==> src/logic/mlm_regs.vh <==
/*
 * register offsets, field positions, reset values and frame constants of the
 * link monitor and user access front end.
 * assumes a 32-bit apb with byte addresses on paddr[7:0].
 */
`ifndef MLM_REGS_VH
`define MLM_REGS_VH

// ----------------------------------------
// register offsets
// ----------------------------------------
`define MLM_OFF_CTRL      8'h00
`define MLM_OFF_LMSEL0    8'h04
`define MLM_OFF_UACC1     8'h08
`define MLM_OFF_ISTS      8'h0C
`define MLM_OFF_IMASK     8'h10
`define MLM_OFF_IMCLR     8'h14

// ----------------------------------------
// field positions
// ----------------------------------------
`define MLM_CTRL_EN       0
`define MLM_CTRL_BUSY     8
`define MLM_CTRL_LINK     9
`define MLM_LM_LSEL       7
`define MLM_LM_LIEN       6
`define MLM_LM_MON        4:0
`define MLM_UA_GO         31
`define MLM_UA_WR         30
`define MLM_UA_ACK        29
`define MLM_UA_REG        25:21
`define MLM_UA_PHY        20:16
`define MLM_UA_DATA       15:0
`define MLM_IRQ_LINK      0
`define MLM_IRQ_DONE      1

// ----------------------------------------
// reset values
// ----------------------------------------
`define MLM_RST_5         5'h00
`define MLM_RST_16        16'h0000
`define MLM_RST_IRQ       2'h0

// ----------------------------------------
// frame constants
// ----------------------------------------
`define MLM_PREAMBLE      32'hFFFFFFFF
`define MLM_START         2'h1
`define MLM_OP_RD         2'h2
`define MLM_OP_WR         2'h1
`define MLM_TA_WR         2'h2
`define MLM_BIT_TA0       6'h2E
`define MLM_BIT_TA1       6'h2F
`define MLM_BIT_DATA      6'h30
`define MLM_BIT_LAST      6'h3F
`define MLM_STATUS_REG    5'h01
`define MLM_LINK_BIT      2

`endif

==> src/logic/README_unused.v <==
`timescale 1ns/1ps

==> src/logic/mlm_top.v <==
/*
 * apb register front end of an mdio management controller: link monitor
 * select, user access channel 1, interrupt status and mask, and the mdio
 * frame shifter that serves both.
 * assumes mdc arrives from outside the pclk domain and is sampled by pclk;
 * the mdio wire is resolved outside from mdio_out and mdio_oe_n.
 */
`timescale 1ns/1ps
`default_nettype none
`include "mlm_regs.vh"

module mlm_top (
	// apb slave
	input  wire        pclk,
	input  wire        presetn,
	input  wire        psel,
	input  wire        penable,
	input  wire        pwrite,
	input  wire [7:0]  paddr,
	input  wire [31:0] pwdata,
	output reg  [31:0] prdata,
	output reg         pready,
	output reg         pslverr,
	// interrupt
	output reg         irq,
	// mdio link
	input  wire        mdc,
	input  wire        mdio_in,
	output reg         mdio_out,
	output reg         mdio_oe_n
);

	// ----------------------------------------
	// state codes
	// ----------------------------------------
	localparam [1:0] ST_IDLE   = 2'h0;
	localparam [1:0] ST_SHIFT  = 2'h1;
	localparam [1:0] ST_FINISH = 2'h2;

	// ----------------------------------------
	// storage
	// ----------------------------------------
	reg        en_ff,    nxt_en;
	reg        lsel_ff,  nxt_lsel;
	reg        lien_ff,  nxt_lien;
	reg [4:0]  mon_ff,   nxt_mon;
	reg        go_ff,    nxt_go;
	reg        wr_ff,    nxt_wr;
	reg        ack_ff,   nxt_ack;
	reg [4:0]  rega_ff,  nxt_rega;
	reg [4:0]  phya_ff,  nxt_phya;
	reg [15:0] data_ff,  nxt_data;
	reg [1:0]  ists_ff,  nxt_ists;
	reg [1:0]  imask_ff, nxt_imask;
	reg        link_ff,  nxt_link;
	reg [1:0]  state_ff, nxt_state;
	reg [5:0]  cnt_ff,   nxt_cnt;
	reg [63:0] sr_ff,    nxt_sr;
	reg [15:0] rx_ff,    nxt_rx;
	reg        rack_ff,  nxt_rack;
	reg        user_ff,  nxt_user;
	reg        fwr_ff,   nxt_fwr;
	reg        nxt_out;
	reg        nxt_oe_n;
	reg        nxt_ready;
	reg [31:0] nxt_rdata;
	reg        nxt_err;
	reg        ev_link;
	reg        ev_done;
	reg [5:0]  nb;
	reg        mdc_s1_ff, mdc_s2_ff, mdc_s3_ff, mdc_lvl_ff;
	reg        din_s1_ff, din_s2_ff, din_s3_ff, din_lvl_ff;
	wire       wr_acc;
	wire       rd_setup;
	wire       mdc_rise;

	// ----------------------------------------
	// helpers
	// ----------------------------------------
	function [63:0] build_frame;
		input       is_wr;
		input [4:0] phy;
		input [4:0] rnum;
		input [15:0] wdat;
		begin
			build_frame = {`MLM_PREAMBLE, `MLM_START, (is_wr ? `MLM_OP_WR : `MLM_OP_RD), phy, rnum,
				`MLM_TA_WR, (is_wr ? wdat : 16'hFFFF)};
		end
	endfunction

	function addr_hit;
		input [7:0] a;
		begin
			addr_hit = (a == `MLM_OFF_CTRL) || (a == `MLM_OFF_LMSEL0) || (a == `MLM_OFF_UACC1) ||
				(a == `MLM_OFF_ISTS) || (a == `MLM_OFF_IMASK) || (a == `MLM_OFF_IMCLR);
		end
	endfunction

	// ----------------------------------------
	// apb handshake
	// ----------------------------------------
	assign wr_acc   = psel & penable & pready & pwrite;
	assign rd_setup = psel & penable & ~pready;

	always @* begin
		nxt_ready = rd_setup;
		nxt_err   = rd_setup & ~addr_hit(paddr);
		nxt_rdata = 32'h00000000;
		if (rd_setup && !pwrite) begin
			case (paddr)
				`MLM_OFF_CTRL: begin
					nxt_rdata[`MLM_CTRL_EN]   = en_ff;
					nxt_rdata[`MLM_CTRL_BUSY] = (state_ff != ST_IDLE);
					nxt_rdata[`MLM_CTRL_LINK] = link_ff;
				end
				`MLM_OFF_LMSEL0: begin
					nxt_rdata[`MLM_LM_LSEL] = lsel_ff;
					nxt_rdata[`MLM_LM_LIEN] = lien_ff;
					nxt_rdata[`MLM_LM_MON]  = mon_ff;
				end
				`MLM_OFF_UACC1: begin
					nxt_rdata[`MLM_UA_GO]   = go_ff;
					nxt_rdata[`MLM_UA_WR]   = wr_ff;
					nxt_rdata[`MLM_UA_ACK]  = ack_ff;
					nxt_rdata[`MLM_UA_REG]  = rega_ff;
					nxt_rdata[`MLM_UA_PHY]  = phya_ff;
					nxt_rdata[`MLM_UA_DATA] = data_ff;
				end
				`MLM_OFF_ISTS:  nxt_rdata[1:0] = ists_ff;
				`MLM_OFF_IMASK: nxt_rdata[1:0] = imask_ff;
				`MLM_OFF_IMCLR: nxt_rdata[1:0] = imask_ff;
				default:        nxt_rdata = 32'h00000000;
			endcase
		end
	end

	// ----------------------------------------
	// input synchronisers
	// ----------------------------------------
	assign mdc_rise = (mdc_s2_ff == mdc_s3_ff) && mdc_s3_ff && !mdc_lvl_ff;

	// ----------------------------------------
	// register writes and frame engine
	// ----------------------------------------
	always @* begin
		nxt_en    = en_ff;
		nxt_lsel  = lsel_ff;
		nxt_lien  = lien_ff;
		nxt_mon   = mon_ff;
		nxt_go    = go_ff;
		nxt_wr    = wr_ff;
		nxt_ack   = ack_ff;
		nxt_rega  = rega_ff;
		nxt_phya  = phya_ff;
		nxt_data  = data_ff;
		nxt_imask = imask_ff;
		nxt_link  = link_ff;
		nxt_state = state_ff;
		nxt_cnt   = cnt_ff;
		nxt_sr    = sr_ff;
		nxt_rx    = rx_ff;
		nxt_rack  = rack_ff;
		nxt_user  = user_ff;
		nxt_fwr   = fwr_ff;
		nxt_out   = mdio_out;
		nxt_oe_n  = mdio_oe_n;
		ev_link   = 1'b0;
		ev_done   = 1'b0;
		nb        = cnt_ff + 6'h01;
		if (wr_acc) begin
			case (paddr)
				`MLM_OFF_CTRL: nxt_en = pwdata[`MLM_CTRL_EN];
				`MLM_OFF_LMSEL0: begin
					nxt_lsel = pwdata[`MLM_LM_LSEL];
					nxt_lien = pwdata[`MLM_LM_LIEN];
					nxt_mon  = pwdata[`MLM_LM_MON];
				end
				`MLM_OFF_UACC1: begin
					if (!go_ff) begin
						nxt_wr   = pwdata[`MLM_UA_WR];
						nxt_ack  = pwdata[`MLM_UA_ACK];
						nxt_rega = pwdata[`MLM_UA_REG];
						nxt_phya = pwdata[`MLM_UA_PHY];
						nxt_data = pwdata[`MLM_UA_DATA];
						if (pwdata[`MLM_UA_GO] && en_ff)
							nxt_go = 1'b1;
					end
				end
				`MLM_OFF_IMASK: nxt_imask = pwdata[1:0];
				`MLM_OFF_IMCLR: nxt_imask = imask_ff & ~pwdata[1:0];
				default: nxt_imask = nxt_imask;
			endcase
		end
		case (state_ff)
			ST_IDLE: begin
				if (en_ff) begin
					nxt_state = ST_SHIFT;
					nxt_cnt   = 6'h00;
					nxt_rx    = `MLM_RST_16;
					nxt_rack  = 1'b0;
					nxt_oe_n  = 1'b0;
					nxt_user  = go_ff;
					if (go_ff) begin
						nxt_fwr = wr_ff;
						nxt_sr  = build_frame(wr_ff, phya_ff, rega_ff, data_ff);
					end else begin
						nxt_fwr = 1'b0;
						nxt_sr  = build_frame(1'b0, mon_ff, `MLM_STATUS_REG, `MLM_RST_16);
					end
					nxt_out = nxt_sr[63];
				end
			end
			ST_SHIFT: begin
				if (mdc_rise) begin
					if (cnt_ff == `MLM_BIT_TA1)
						nxt_rack = ~din_lvl_ff;
					if (cnt_ff >= `MLM_BIT_DATA)
						nxt_rx = {rx_ff[14:0], din_lvl_ff};
					if (cnt_ff == `MLM_BIT_LAST) begin
						nxt_state = ST_FINISH;
						nxt_out   = 1'b1;
						nxt_oe_n  = 1'b1;
					end else begin
						nxt_cnt  = nb;
						nxt_sr   = {sr_ff[62:0], 1'b1};
						nxt_out  = sr_ff[62];
						nxt_oe_n = !fwr_ff && (nb >= `MLM_BIT_TA0);
					end
				end
			end
			ST_FINISH: begin
				nxt_state = ST_IDLE;
				if (user_ff) begin
					nxt_go  = 1'b0;
					ev_done = 1'b1;
					if (!fwr_ff) begin
						nxt_ack  = rack_ff;
						nxt_data = rx_ff;
					end
				end else if (rack_ff) begin
					nxt_link = rx_ff[`MLM_LINK_BIT];
					if (rx_ff[`MLM_LINK_BIT] != link_ff)
						ev_link = lien_ff;
				end
			end
			default: nxt_state = ST_IDLE;
		endcase
		nxt_ists = ists_ff;
		if (wr_acc && paddr == `MLM_OFF_ISTS)
			nxt_ists = ists_ff & ~pwdata[1:0];
		nxt_ists[`MLM_IRQ_LINK] = nxt_ists[`MLM_IRQ_LINK] | ev_link;
		nxt_ists[`MLM_IRQ_DONE] = nxt_ists[`MLM_IRQ_DONE] | ev_done;
	end

	// ----------------------------------------
	// flip-flops
	// ----------------------------------------
	always @(posedge pclk or negedge presetn) begin
		if (!presetn) begin
			prdata     <= 32'h00000000;
			pready     <= 1'b0;
			pslverr    <= 1'b0;
			irq        <= 1'b0;
			mdio_out   <= 1'b1;
			mdio_oe_n  <= 1'b1;
			en_ff      <= 1'b0;
			lsel_ff    <= 1'b0;
			lien_ff    <= 1'b0;
			mon_ff     <= `MLM_RST_5;
			go_ff      <= 1'b0;
			wr_ff      <= 1'b0;
			ack_ff     <= 1'b0;
			rega_ff    <= `MLM_RST_5;
			phya_ff    <= `MLM_RST_5;
			data_ff    <= `MLM_RST_16;
			ists_ff    <= `MLM_RST_IRQ;
			imask_ff   <= `MLM_RST_IRQ;
			link_ff    <= 1'b0;
			state_ff   <= ST_IDLE;
			cnt_ff     <= 6'h00;
			sr_ff      <= 64'hFFFFFFFFFFFFFFFF;
			rx_ff      <= `MLM_RST_16;
			rack_ff    <= 1'b0;
			user_ff    <= 1'b0;
			fwr_ff     <= 1'b0;
			mdc_s1_ff  <= 1'b0;
			mdc_s2_ff  <= 1'b0;
			mdc_s3_ff  <= 1'b0;
			mdc_lvl_ff <= 1'b0;
			din_s1_ff  <= 1'b1;
			din_s2_ff  <= 1'b1;
			din_s3_ff  <= 1'b1;
			din_lvl_ff <= 1'b1;
		end else begin
			prdata     <= nxt_rdata;
			pready     <= nxt_ready;
			pslverr    <= nxt_err;
			irq        <= |(nxt_ists & nxt_imask);
			mdio_out   <= nxt_out;
			mdio_oe_n  <= nxt_oe_n;
			en_ff      <= nxt_en;
			lsel_ff    <= nxt_lsel;
			lien_ff    <= nxt_lien;
			mon_ff     <= nxt_mon;
			go_ff      <= nxt_go;
			wr_ff      <= nxt_wr;
			ack_ff     <= nxt_ack;
			rega_ff    <= nxt_rega;
			phya_ff    <= nxt_phya;
			data_ff    <= nxt_data;
			ists_ff    <= nxt_ists;
			imask_ff   <= nxt_imask;
			link_ff    <= nxt_link;
			state_ff   <= nxt_state;
			cnt_ff     <= nxt_cnt;
			sr_ff      <= nxt_sr;
			rx_ff      <= nxt_rx;
			rack_ff    <= nxt_rack;
			user_ff    <= nxt_user;
			fwr_ff     <= nxt_fwr;
			mdc_s1_ff  <= mdc;
			mdc_s2_ff  <= mdc_s1_ff;
			mdc_s3_ff  <= mdc_s2_ff;
			if (mdc_s2_ff == mdc_s3_ff)
				mdc_lvl_ff <= mdc_s3_ff;
			din_s1_ff  <= mdio_in;
			din_s2_ff  <= din_s1_ff;
			din_s3_ff  <= din_s2_ff;
			if (din_s2_ff == din_s3_ff)
				din_lvl_ff <= din_s3_ff;
		end
	end

endmodule // mlm_top

`default_nettype wire

==> config.mk <==
export PLATFORM = sky130hd
export DESIGN_NAME = mlm_top
export DESIGN_NICKNAME = d
export VERILOG_FILES = /design/src/logic/README_unused.v /design/src/logic/mlm_top.v
export VERILOG_INCLUDE_DIRS = /design/src /design/src/logic
export SDC_FILE = /design/constraint.sdc
export NUM_CORES = 1
export LEC_CHECK = 0
export BUFFER_PORTS_ARGS = -buffer_cell sky130_fd_sc_hd__buf_2
export CORE_UTILIZATION = 55
export CTS_CLUSTER_DIAMETER = 50
export DETAILED_ROUTE_END_ITERATION = 8
export GPL_TIMING_DRIVEN = 0
export PLACE_DENSITY = 0.79
export SYNTH_ARGS = -nofsm -noshare
export SYNTH_HDL_FRONTEND = slang
export SYNTH_SLANG_ARGS = --single-unit
==> constraint.sdc <==
create_clock -name pclk -period 5.5 [get_ports pclk]
set_clock_uncertainty 0.05 [all_clocks]
set_input_delay 0.55 -clock pclk [delete_from_list [all_inputs] [get_ports pclk]]
set_output_delay 0.55 -clock pclk [all_outputs]
set_load 0.1 [all_outputs]
==> impl_metrics.json <==
{
  "ys.flop_type": "dfrtp_1",
  "synth-seq-cells": 174,
  "synthToLayoutAreaGrowth_pct": 17.63,
  "route.detailed.drc": 0,
  "drive_above_1_share_pct": 28.94,
  "grtUsageMet2_pct": 39.72,
  "clock_latency_ns": 0.43,
  "slowest_delay_ns": 0.45,
  "synth_edf_count": 0,
  "seq_area_frac_synth_pct": 61.51,
  "place_congestion": 0.8290,
  "cts_made_buffers": 17,
  "pin_count": 84,
  "cts_root_buffer": "clkbuf_16",
  "grt_pass1_vias": 5136,
  "post_cts_buffers": 0,
  "required_ns": 5.79,
  "worst-setup-path-type": "flip-flop to flip-flop",
  "ys_warn_count": 0,
  "crit_family": "simple AND/OR/NAND/NOR gates",
  "num-nets-final": 780,
  "dpl_worst_slack_ns": 3.210,
  "reg2regPathDepth": 7,
  "cp_cell_sequence": "ha_1, and3_1, nand3_1, o21ai_2, clkbuf_1, nand2_1, o21ai_0",
  "wire_per_inst_um": 17.00,
  "ant_nets": 0,
  "setup_viol": 0,
  "cts_buffer_depth": 2,
  "grtUsageMet3_pct": 6.642,
  "cts_resized": 0,
  "period_share_pct": 42.84,
  "final_cell_mix": "dfrtp_1 (105), nand2_1 (93), buf_2 (79)",
  "row_count": 41,
  "die_x_um": 116.6,
  "fmax_ghz": 0.4244,
  "setup_tns_ns": 0,
  "hold_ws_ns": 0.05833,
  "cellLeakagePower_uw": 0.003826,
  "worstPathMaxFanout": 10,
  "r2r_start": "cnt_ff[0]",
  "cts_tree": "built",
  "busiest_layer": "met2",
  "rsz0062_at_grt": "false",
  "reg2reg_slack_ns": 3.14,
  "hold_viol": 0,
  "grt_max_degree": 89,
  "grt_pass1_wl_mm": 25.38,
  "powerDensity_mw_per_mm2": 361.5,
  "layout_commonest_cell": "dfrtp_1",
  "cp_num_buf_inv": 1,
  "syn_area_mm2": 0.007219,
  "antenna_found_initial": 0,
  "dieArea_mm2": 0.01359,
  "setup_ws_ns": 3.144,
  "worst_pin_slew_ns": 0.6189,
  "io_buffers": 74,
  "critPathCaptureType": "flip-flop",
  "min_path_type": "primary input to asynchronous set/reset pin",
  "die_h_um": 116.6,
  "slew_headroom_pct": 58.74,
  "drt_iter0_drc": 390,
  "syn-mean-instance-area_um2": 11.39,
  "timing.rr.end": "sr_ff[18]",
  "overflow": 0,
  "status": "complete, no violations",
  "antenna_cells": 0,
  "wl_mm": 15.55,
  "arrival_ns": 2.65,
  "hpwl_mm": 10.66,
  "core-area_mm2": 0.01272,
  "syn_inst": 634,
  "startpoint_type": "flip-flop",
  "vias": 5259,
  "met1_usage_pct": 32.52,
  "vdd_drop_max_mv": 0.2207,
  "start_util_pct": 56.75,
  "synth_cell_types": 54,
  "p_total_uw": 3070,
  "slew_violations": 0,
  "h-tree-depth": 4,
  "maxCapViolCount": 0,
  "postCtsHoldBufs": 0,
  "synthArstFlopShare_pct": 100.0,
  "avgViaCountPerCell": 5.748,
  "min_period_ns": 2.356,
  "cts_sinks": 174,
  "clkSlewWorstSetupHoldPaths_ns": 0.06,
  "slowest_stage": "clkbuf_1",
  "firstDrtPassIters": 7,
  "grtUsageTotal_pct": 24.72
}
==> layer usage <==
metal  routed length [µm]  vias up  part of all wire (%)
met5                    0        -                     0
met4                  276        0                   1.8
met3                  919       27                   5.9
met2                 7484      170                    48
met1                 6872     2632                    44
li1                     -     2430                     -
==> worst register-to-register path: cells and delay by family (launching register included) <==
kind / cells / cell delay (ns)
fa+ha+maj: 1 / 0.29
simple gates: 3 / 0.56
compound gates: 2 / 0.47
buf+inv: 1 / 0.46
flops: 1 / 0.44
==> cell type report <==
cell class | instances | area, µm²
Sequential cell | 174 | 4441
Clock buffer | 20 | 456.7
Fill cell | 956 | 4230
Timing Repair Buffer | 75 | 407.9
Multi-Input combinational cell | 413 | 2546
Tap cell | 172 | 215.2
Clock inverter | 12 | 185.2
Buffer | 46 | 229.0
Inverter | 3 | 11.26
==> where the power goes <==
part,internal [µW],switching (µW),total [µW]
Clock,787,493,1280
Combinational,95.5,141,237
Sequential,1480,72.3,1550
Total,2360,707,3070
==> kinds of logic after synthesis <==
family | synth area share [%]
multiplexers | 6.430
buffers and inverters | 3.328
AO/OA/AOI/OAI | 15.08
other | 0.05194
AND/OR/NAND/NOR | 12.82
adder cells (fa/ha/maj) | 0.6586
XOR/XNOR | 0.1213
flip-flops | 61.51
==> cells in the mapped netlist, types with 3 or more instances <==
library cell / n / share of area [%]
and3_1: 7 / 0.61
mux2_2: 19 / 3.0
o22a_1: 34 / 4.1
a22oi_1: 5 / 0.52
a22o_1: 6 / 0.73
clkbuf_1: 30 / 1.6
inv_1: 3 / 0.16
buf_2: 6 / 0.42
and2_1: 23 / 2.0
nor2_1: 34 / 1.8
nand4_1: 3 / 0.26
ha_1: 3 / 0.52
o21ai_0: 71 / 4.9
buf_4: 7 / 0.73
dfrtp_1: 105 / 36
mux2i_1: 25 / 3.5
nand3b_1: 4 / 0.42
buf_6: 3 / 0.47
a21oi_1: 9 / 0.62
a31oi_1: 5 / 0.43
nor2b_1: 5 / 0.43
o22ai_1: 17 / 1.5
a21o_1: 5 / 0.52
nand3_1: 11 / 0.76
nand2_1: 93 / 4.8
dfstp_2: 69 / 25
==> registers in the layout (all words and copies together), names as in the netlist, 2 cells and up <==
name	count
prdata	29
phya_ff	5
cnt_ff	6
rx_ff	16
mon_ff	5
imask_ff	2
rega_ff	5
state_ff	2
data_ff	16
sr_ff	63
ists_ff	2
==> worst max-delay path by stage <==
stage | from | end | slack [ns] | cells after the start
5_1_grt | cnt_ff[0] | cnt_ff[4] | 2.94 | 7
6_report | cnt_ff[0] | sr_ff[18] | 3.14 | 7
3_5_place_dp | paddr[2] | prdata[5] | 3.21 | 6
4_1_cts | cnt_ff[0] | sr_ff[18] | 3.18 | 7
2_1_floorplan | pready | phya_ff[4] | 3.13 | 7
3_3_place_gp | presetn | mdc_s1_ff | 1.43 | 1
==> stage by stage <==
stage,instances,instance area [µm²],util (%)
after floorplan,636,7227,-
after global placement,882,7812,61.41
after detailed placement,883,7850,61.70
after CTS,915,8492,66.75
after global routing,915,8492,66.75
final,915,8492,66.75
Note: power is estimated with default switching activity, not from simulation.
